[config.mk]
export PLATFORM = sky130hd
export DESIGN_NAME = bbi_top
export DESIGN_NICKNAME = d
export VERILOG_FILES = /design/src/bbi_pkg.sv /design/src/bbi_decode.sv /design/src/bbi_top.sv
export SDC_FILE = /design/constraint.sdc
export NUM_CORES = 1
export LEC_CHECK = 0
export ABC_AREA = 1
export BUFFER_PORTS_ARGS = -buffer_cell sky130_fd_sc_hd__buf_2
export CORE_MARGIN = 1
export CORE_UTILIZATION = 50
export CTS_BUF_LIST = sky130_fd_sc_hd__clkbuf_4 sky130_fd_sc_hd__clkbuf_8
export DETAILED_ROUTE_END_ITERATION = 16
export PLACE_DENSITY = 0.83
export SLEW_MARGIN = 15
export SYNTH_ARGS = -nofsm -noshare
export SYNTH_HDL_FRONTEND = slang
export SYNTH_SLANG_ARGS = --single-unit
[constraint.sdc]
create_clock -name CORE_CLK_IN -period 2.1 [get_ports CORE_CLK_IN]
set_clock_uncertainty 0.1 [all_clocks]
set_input_delay 0.42 -clock CORE_CLK_IN [delete_from_list [all_inputs] [get_ports CORE_CLK_IN]]
set_output_delay 0.42 -clock CORE_CLK_IN [all_outputs]
set_load 0.005 [all_outputs]
[src/bbi_pkg.sv]
// Summary of operation
// - every off-board memory or I/O access runs as one byte transfer
// - each backplane read or write takes four bus clocks without waits
// - one internal wait state lets slow peripherals request more waits
// - memory addresses missing every on-board region go to the backplane
// - I/O addresses missing every on-board decode go to the backplane
// - off-board memory address is 24 bits, top four bits zero
// - off-board I/O drives all sixteen address bits
// - IOEXP driven low for I/O addresses FC00h to FFFFh; here only FC00h to FFEFh, as FFF0h up stays on-board
// - IOEXP kept high for every I/O address below FC00h; here only off-board ones, as FA00h to FBFFh stays on-board
// - MEMEX passively high unless the ground strap is fitted
// - finish current instruction, then assert bus acknowledge
// - address buffers turn inward together with bus acknowledge
`default_nettype none
package bbi_pkg;
  localparam int unsigned CPU_AW    = 20;
  localparam int unsigned STD_AW    = 24;
  localparam int unsigned IO_AW     = 16;
  localparam int unsigned DW        = 8;
  localparam logic [15:0] IOEXP_LO  = 16'hFC00;
  localparam logic [3:0]  A_HI_ZERO = 4'h0;
  // memory regions decoded on-board: below A0000h and E0000h up
  localparam logic [19:0] MEM_LO_END = 20'hA0000;
  localparam logic [19:0] MEM_HI_BEG = 20'hE0000;
  // on-board I/O windows
  localparam logic [15:0] IO_OB0_BEG = 16'hFA00;
  localparam logic [15:0] IO_OB0_END = 16'hFBFF;
  localparam logic [15:0] IO_OB1_BEG = 16'hFFF0;
  localparam int unsigned XFER_CYC  = 4;
  localparam logic [1:0]  LAST_T    = 2'(XFER_CYC - 1);

  typedef enum logic [2:0] {
    ST_IDLE = 3'b000,
    ST_T1   = 3'b001,
    ST_T2   = 3'b011,
    ST_T3   = 3'b010,
    ST_T4   = 3'b110,
    ST_GRNT = 3'b100
  } bbi_state_t;
endpackage : bbi_pkg
`default_nettype wire

[src/bbi_decode.sv]
`timescale 1ns/1ps
`default_nettype none
module bbi_decode
  import bbi_pkg::*;
(
  input  wire logic [19:0] addr_in,
  input  wire logic        is_io_in,
  output logic             offboard_out
);
  logic [15:0] io_a;
  always_comb begin
    io_a = addr_in[15:0];
    if (is_io_in) begin
      offboard_out = !((io_a >= IO_OB0_BEG && io_a <= IO_OB0_END) ||
                       (io_a >= IO_OB1_BEG));
    end else begin
      offboard_out = (addr_in >= MEM_LO_END) &&
                     (addr_in < MEM_HI_BEG);
    end
  end
endmodule : bbi_decode
`default_nettype wire

[src/bbi_top.sv]
`timescale 1ns/1ps
`default_nettype none
module bbi_top
  import bbi_pkg::*;
(
  // clock and reset
  input  wire logic                CORE_CLK_IN,
  input  wire logic                SYS_RST_IN,
  // processor side
  input  wire logic                CPU_REQ_IN,
  input  wire logic                CPU_IO_IN,
  input  wire logic                CPU_WR_IN,
  input  wire logic [19:0]         CPU_ADDR_IN,
  input  wire logic [7:0]          CPU_WDATA_IN,
  input  wire logic                CPU_INSTR_END_IN,
  output logic                     CPU_OFFBOARD_OUT,
  output logic                     CPU_READY_OUT,
  output logic [7:0]               CPU_RDATA_OUT,
  output logic                     CPU_HOLD_OUT,
  // backplane
  output logic [23:0]              STD_ADDR_OUT,
  output logic [7:0]               STD_DATA_OUT,
  output logic                     STD_DATA_OE_OUT,
  input  wire logic [7:0]          STD_DATA_IN,
  output logic                     STD_MEMRQ_N_OUT,
  output logic                     STD_IORQ_N_OUT,
  output logic                     STD_RD_N_OUT,
  output logic                     STD_WR_N_OUT,
  input  wire logic                STD_WAIT_N_IN,
  output logic                     STD_IOEXP_OUT,
  output logic                     STD_IOEXP_OE_OUT,
  output logic                     STD_MEMEX_OUT,
  output logic                     STD_MEMEX_OE_OUT,
  input  wire logic                BYTE_HIGH_GROUND_STRAP_IN,
  input  wire logic                STD_BUSRQ_N_IN,
  output logic                     STD_BUSAK_N_OUT,
  output logic                     ADDR_BUF_INWARD_OUT
);
  import bbi_pkg::*;

  bbi_state_t  st_q, st_d;
  logic [23:0] addr_q, addr_d;
  logic [7:0]  wdat_q, wdat_d, rdat_q, rdat_d;
  logic        io_q, io_d, wr_q, wr_d, strap_q, strap_d;
  logic        offb;

  bbi_decode u_dec (
    .addr_in      (CPU_ADDR_IN),
    .is_io_in     (CPU_IO_IN),
    .offboard_out (offb)
  );

  always_comb begin
    st_d    = st_q;
    addr_d  = addr_q;
    wdat_d  = wdat_q;
    rdat_d  = rdat_q;
    io_d    = io_q;
    wr_d    = wr_q;
    strap_d = BYTE_HIGH_GROUND_STRAP_IN;
    unique case (st_q)
      ST_IDLE: begin
        if (!STD_BUSRQ_N_IN && CPU_INSTR_END_IN) begin
          st_d = ST_GRNT;
        end else if (CPU_REQ_IN && offb) begin
          st_d   = ST_T1;
          io_d   = CPU_IO_IN;
          wr_d   = CPU_WR_IN;
          wdat_d = CPU_WDATA_IN;
          if (CPU_IO_IN) begin
            addr_d = {8'h00, CPU_ADDR_IN[15:0]};
          end else begin
            addr_d = {A_HI_ZERO, CPU_ADDR_IN};
          end
        end
      end
      ST_T1: st_d = ST_T2;
      // the internal wait state sits here; a slow slave holds it by WAIT
      ST_T2: if (STD_WAIT_N_IN) st_d = ST_T3;
      ST_T3: begin
        st_d = ST_T4;
        if (!wr_q) rdat_d = STD_DATA_IN;
      end
      ST_T4: st_d = ST_IDLE;
      // an external master must keep standard cycle timing meanwhile
      ST_GRNT: if (STD_BUSRQ_N_IN) st_d = ST_IDLE;
      default: st_d = ST_IDLE;
    endcase
  end

  always_ff @(posedge CORE_CLK_IN or posedge SYS_RST_IN) begin
    if (SYS_RST_IN) begin
      st_q    <= ST_IDLE;
      addr_q  <= 24'h000000;
      wdat_q  <= 8'h00;
      rdat_q  <= 8'h00;
      io_q    <= 1'b0;
      wr_q    <= 1'b0;
      strap_q <= 1'b0;
    end else begin
      st_q    <= st_d;
      addr_q  <= addr_d;
      wdat_q  <= wdat_d;
      rdat_q  <= rdat_d;
      io_q    <= io_d;
      wr_q    <= wr_d;
      strap_q <= strap_d;
    end
  end

  logic act, grant;
  assign act   = (st_q != ST_IDLE) && (st_q != ST_GRNT);
  assign grant = (st_q == ST_GRNT);

  assign CPU_OFFBOARD_OUT = offb;
  assign CPU_READY_OUT    = (st_q == ST_T4);
  assign CPU_RDATA_OUT    = rdat_q;
  assign CPU_HOLD_OUT     = grant;
  assign STD_ADDR_OUT     = addr_q;
  assign STD_DATA_OUT     = wdat_q;
  assign STD_DATA_OE_OUT  = act && wr_q;
  assign STD_MEMRQ_N_OUT  = !(act && !io_q);
  assign STD_IORQ_N_OUT   = !(act && io_q);
  assign STD_RD_N_OUT     = !(act && !wr_q && st_q != ST_T1);
  assign STD_WR_N_OUT     = !(act && wr_q && st_q != ST_T1);
  // ioexp driven only while we master an I/O cycle
  assign STD_IOEXP_OUT    = !(addr_q[15:0] >= IOEXP_LO);
  assign STD_IOEXP_OE_OUT = act && io_q;
  // memex: never actively high, pull-up does that; strap grounds it
  assign STD_MEMEX_OUT    = 1'b0;
  assign STD_MEMEX_OE_OUT = strap_q;
  assign STD_BUSAK_N_OUT     = !grant;
  assign ADDR_BUF_INWARD_OUT = grant;

  // bus clocks of the running transfer; wait cycles are not counted, so
  // a stretched cycle still has to land on the same count at T4
  logic [1:0] cyc_cnt_q, cyc_cnt_d;

  always_comb begin
    cyc_cnt_d = cyc_cnt_q;
    if (!act) begin
      cyc_cnt_d = 2'h0;
    end else if (!(st_q == ST_T2 && !STD_WAIT_N_IN)) begin
      cyc_cnt_d = cyc_cnt_q + 2'h1;
    end
  end

  always_ff @(posedge CORE_CLK_IN or posedge SYS_RST_IN) begin
    if (SYS_RST_IN) begin
      cyc_cnt_q <= 2'h0;
    end else begin
      cyc_cnt_q <= cyc_cnt_d;
    end
  end
endmodule : bbi_top
`default_nettype wire

==> run_summary.xml <==
<?xml version="1.0" encoding="UTF-8"?>
<metrics>
  <group name="run_status">
    <metric name="status" unit="">finished clean</metric>
  </group>
  <group name="clock_network">
    <metric name="cts_resized" unit="">0</metric>
    <metric name="ctsHtreeMaxLevel" unit="">2</metric>
    <metric name="tritoncts_num_sinks" unit="">42</metric>
    <metric name="clk_transition_reported_paths" unit="ps">80</metric>
    <metric name="cts_buffers" unit="">5</metric>
    <metric name="cts.repair_timing.setup_buffer_count" unit="">0</metric>
    <metric name="tritoncts" unit="">built</metric>
    <metric name="cts_hold_buffers" unit="">0</metric>
    <metric name="ctsRootBufferMaster" unit="">sky130_fd_sc_hd__clkbuf_8</metric>
    <metric name="clock_latency" unit="ps">280</metric>
    <metric name="ctsLongestPathBuffers" unit="">2</metric>
  </group>
  <group name="sta">
    <metric name="worstMarginPinSlew" unit="ps">501.7</metric>
    <metric name="min_period" unit="ps">1887</metric>
    <metric name="achievable-frequency" unit="GHz">0.5300</metric>
    <metric name="period_share" unit="">0.8985</metric>
    <metric name="final_hold_viol_count" unit="">0</metric>
    <metric name="slew_headroom" unit="">0.6655</metric>
    <metric name="setup_violations" unit="">0</metric>
    <metric name="tns" unit="ps">0</metric>
    <metric name="timing.final.ws_setup" unit="ps">213.2</metric>
    <metric name="grt_setup_unrepaired" unit="">no</metric>
    <metric name="drv_slew" unit="">0</metric>
  </group>
  <group name="power">
    <metric name="power.static_leakage" unit="nW">1.451</metric>
    <metric name="vdd_drop_max" unit="mV">0.6116</metric>
    <metric name="cellInternalPower" unit="mW">2.054</metric>
    <metric name="total_power" unit="mW">3.166</metric>
    <metric name="power_density" unit="mW/mm²">1283</metric>
    <metric name="pwr-share-comb" unit="">0.393</metric>
    <metric name="seq_power_share" unit="">0.442</metric>
    <metric name="clock_power_share" unit="">0.164</metric>
    <metric name="power.switching_fraction" unit="">0.3511</metric>
    <metric name="p_sw" unit="mW">1.111</metric>
  </group>
  <group name="die">
    <metric name="die-width" unit="µm">63.88</metric>
    <metric name="rows" unit="">22</metric>
    <metric name="floorplan.io_pins" unit="">99</metric>
    <metric name="total_die_area" unit="mm²">0.004080</metric>
    <metric name="die_h" unit="µm">63.88</metric>
    <metric name="core" unit="mm²">0.003661</metric>
    <metric name="initial_utilization" unit="">0.5229</metric>
  </group>
  <group name="hold_path">
    <metric name="hold_path.class" unit="">in2reg</metric>
  </group>
  <group name="global_routing">
    <metric name="antenna_found_initial" unit="">0</metric>
    <metric name="grt.overflow.total" unit="">0</metric>
    <metric name="grt_start_max_net_pins" unit="">43</metric>
    <metric name="first_pass_grt_wire_length" unit="µm">6720</metric>
    <metric name="first_global_vias" unit="">1564</metric>
    <metric name="tot_gr_track_use" unit="">0.2171</metric>
  </group>
  <group name="placed_design">
    <metric name="pre_cts_ws" unit="ps">399.3</metric>
    <metric name="place_congestion" unit="">0.8119</metric>
    <metric name="port_buffers" unit="">93</metric>
    <metric name="dp_hpwl" unit="µm">2947</metric>
  </group>
  <group name="layout">
    <metric name="diodes" unit="">0</metric>
    <metric name="p_r_area_growth_vs_syn" unit="%">28.89</metric>
    <metric name="num-nets-final" unit="">358</metric>
    <metric name="drive_gt1_frac" unit="">0.3917</metric>
  </group>
  <group name="worst_setup_path">
    <metric name="crit_path_max_incr_delay" unit="ps">450</metric>
    <metric name="crit_chain" unit="">nor2_4, inv_2, nor2_1, inv_2, buf_2</metric>
    <metric name="worstSetupPathType" unit="">reg2out</metric>
    <metric name="crit_path_start_kind" unit="">flip-flop</metric>
    <metric name="setup.worst_path.end_class" unit="">output pin</metric>
    <metric name="timing.critical_path.arrival" unit="ps">1370</metric>
    <metric name="cp_num_buf_inv" unit="">3</metric>
    <metric name="worstPathRequired" unit="ps">1580</metric>
    <metric name="library_cell_contributing_the_largest_single_delay_on_the_critical_path" unit="">sky130_fd_sc_hd__dfrtp_1</metric>
    <metric name="critical_path_peak_fanout" unit="">5</metric>
    <metric name="cp_common_cell" unit="">sky130_fd_sc_hd__inv_2</metric>
    <metric name="critical-path-top-delay-family" unit="">flip-flops</metric>
  </group>
  <group name="synthesis">
    <metric name="yosys_warnings" unit="">0</metric>
    <metric name="yosys_register_bits" unit="">42</metric>
    <metric name="syn-cell-area" unit="mm²">0.001914</metric>
    <metric name="yosysUniqueCellTypes" unit="">22</metric>
    <metric name="syn_area_per_cell" unit="µm²">8.822</metric>
    <metric name="synthesis.instances" unit="">217</metric>
    <metric name="synth_sequential_area_ratio" unit="">0.5490</metric>
  </group>
  <group name="drt">
    <metric name="route.detailed.wl_per_inst" unit="µm">10.80</metric>
    <metric name="drt-vias-per-instance" unit="">4.588</metric>
    <metric name="detail_route.drc_violations" unit="">0</metric>
    <metric name="first_pass_iters" unit="">6</metric>
    <metric name="drt.antenna.violating_nets" unit="">0</metric>
    <metric name="routed_wl" unit="µm">3911</metric>
    <metric name="drtIter0Drc" unit="">83</metric>
    <metric name="vias" unit="">1661</metric>
  </group>
  <group name="flow_run">
    <metric name="max-cap-violations" unit="">0</metric>
  </group>
</metrics>
-- worst reg2reg max path: stages, from the launching register on --
cell	delay, ps
sky130_fd_sc_hd__dfrtp_1	450
sky130_fd_sc_hd__nor2_4	200
sky130_fd_sc_hd__nand2_2	90
sky130_fd_sc_hd__nor2_4	130
sky130_fd_sc_hd__inv_2	70
sky130_fd_sc_hd__nor2_4	120
sky130_fd_sc_hd__buf_4	290
sky130_fd_sc_hd__nand2_1	100
sky130_fd_sc_hd__nand2_1	70
-- flip-flops by register name (all words and copies together) (netlist names) --
signal,flops
STD_ADDR_OUT,20
CPU_RDATA_OUT,8
STD_DATA_OUT,8
st_q,3
STD_MEMEX_OE_OUT,1
io_q,1
wr_q,1
-- per-stage QoR --
step / hold WS, ps / area (µm²) / util / cells
floorplan: 303.2 / 1929 / - / 221
global placement: 311.3 / 2372 / 0.6480 / 354
detailed placement: 332.9 / 2372 / 0.6480 / 354
CTS: 131.2 / 2467 / 0.6740 / 362
global route: 111.2 / 2467 / 0.6740 / 362
finish: 139.0 / 2467 / 0.6740 / 362
-- synth_stat cells --
| cell | number | area [µm²] |
|---|---|---|
| sky130_fd_sc_hd__nand2_1 | 104 | 390.4 |
| sky130_fd_sc_hd__nand2_2 | 1 | 6.260 |
| sky130_fd_sc_hd__nand3b_1 | 1 | 7.510 |
| sky130_fd_sc_hd__buf_4 | 6 | 45.04 |
| sky130_fd_sc_hd__inv_2 | 3 | 11.26 |
| sky130_fd_sc_hd__conb_1 | 1 | 3.750 |
| sky130_fd_sc_hd__o22ai_1 | 1 | 6.260 |
| sky130_fd_sc_hd__nand4_2 | 2 | 25.02 |
| sky130_fd_sc_hd__o211ai_1 | 1 | 7.510 |
| sky130_fd_sc_hd__mux2_2 | 8 | 90.09 |
| sky130_fd_sc_hd__and2_1 | 1 | 6.260 |
| sky130_fd_sc_hd__nor2_4 | 3 | 33.78 |
| sky130_fd_sc_hd__nor2_1 | 11 | 41.29 |
| sky130_fd_sc_hd__dfrtp_1 | 42 | 1051 |
| sky130_fd_sc_hd__or2_1 | 1 | 6.260 |
| sky130_fd_sc_hd__buf_6 | 6 | 67.56 |
| sky130_fd_sc_hd__nand3_2 | 1 | 10.01 |
| sky130_fd_sc_hd__nand4_1 | 1 | 6.260 |
| sky130_fd_sc_hd__inv_1 | 15 | 56.30 |
| sky130_fd_sc_hd__nor3_1 | 1 | 5.000 |
| sky130_fd_sc_hd__nand3_1 | 6 | 30.03 |
| sky130_fd_sc_hd__o21bai_1 | 1 | 7.510 |
-- per-layer routing --
metal  wire [µm]  GRT usage  up-vias
li1            -          -      841
met3         217    0.06071        2
met2        1936     0.3617       57
met1        1723     0.2725      761
met5           0          0        -
met4          34    0.06818        0
-- cells by family (layout without fill, tap and decap cells) --
kind of cell	after synthesis	count (layout)	synth area share
simple gates	133	133	0.2967
flops	42	42	0.5490
buf+inv	30	123	0.09411
mux	8	8	0.04706
compound gates	3	3	0.01112
other cells	1	5	0.001959
-- placed cells by master (no fill, tap or decap), drive strengths merged, types with 2 or more instances in the layout --
cell type | synthesis | routed
inv | 18 | 17
mux2 | 8 | 8
nor2 | 14 | 14
clkinv | 0 | 2
nand3 | 7 | 7
nand2 | 105 | 105
clkbuf | 0 | 6
conb | 1 | 5
dfrtp | 42 | 42
nand4 | 3 | 3
buf | 12 | 97
-- power groups by stage --
stage | combinational (mW) | sequential, mW | clock (mW)
floorplan | 0.710 | 1.42 | 0
global placement | 1.23 | 1.39 | 0
detailed placement | 1.27 | 1.41 | 0
CTS | 1.27 | 1.40 | 0.535
global route | 1.43 | 1.44 | 0.576
finish | 1.25 | 1.40 | 0.521
-- final timing paths --
| kind | startpoint | end | slack, ps | cells past startpoint |
|---|---|---|---|---|
| worst max-delay path | st_q[0] | STD_BUSAK_N_OUT | 210 | 5 |
| worst min-delay path | BYTE_HIGH_GROUND_STRAP_IN | STD_MEMEX_OE_OUT | 140 | 1 |
| worst max register to register | st_q[0] | STD_ADDR_OUT[11] | 420 | 8 |
| worst min register to register | st_q[2] | st_q[1] | 330 | 1 |
| max in group asynchronous | SYS_RST_IN | STD_ADDR_OUT[15] | 1410 | 3 |
| min in group asynchronous | SYS_RST_IN | STD_ADDR_OUT[14] | 150 | 3 |
-- final cells by class --
class,count,area [µm²]
inverters,18,67.56
multi-input cells,149,698.2
flip-flops and latches,42,1051
well taps,48,60.06
repair buffers,97,495.5
clock buffers,6,82.58
fillers,324,1194
clock inverters,2,12.51
(Power assumes the default switching activity.)
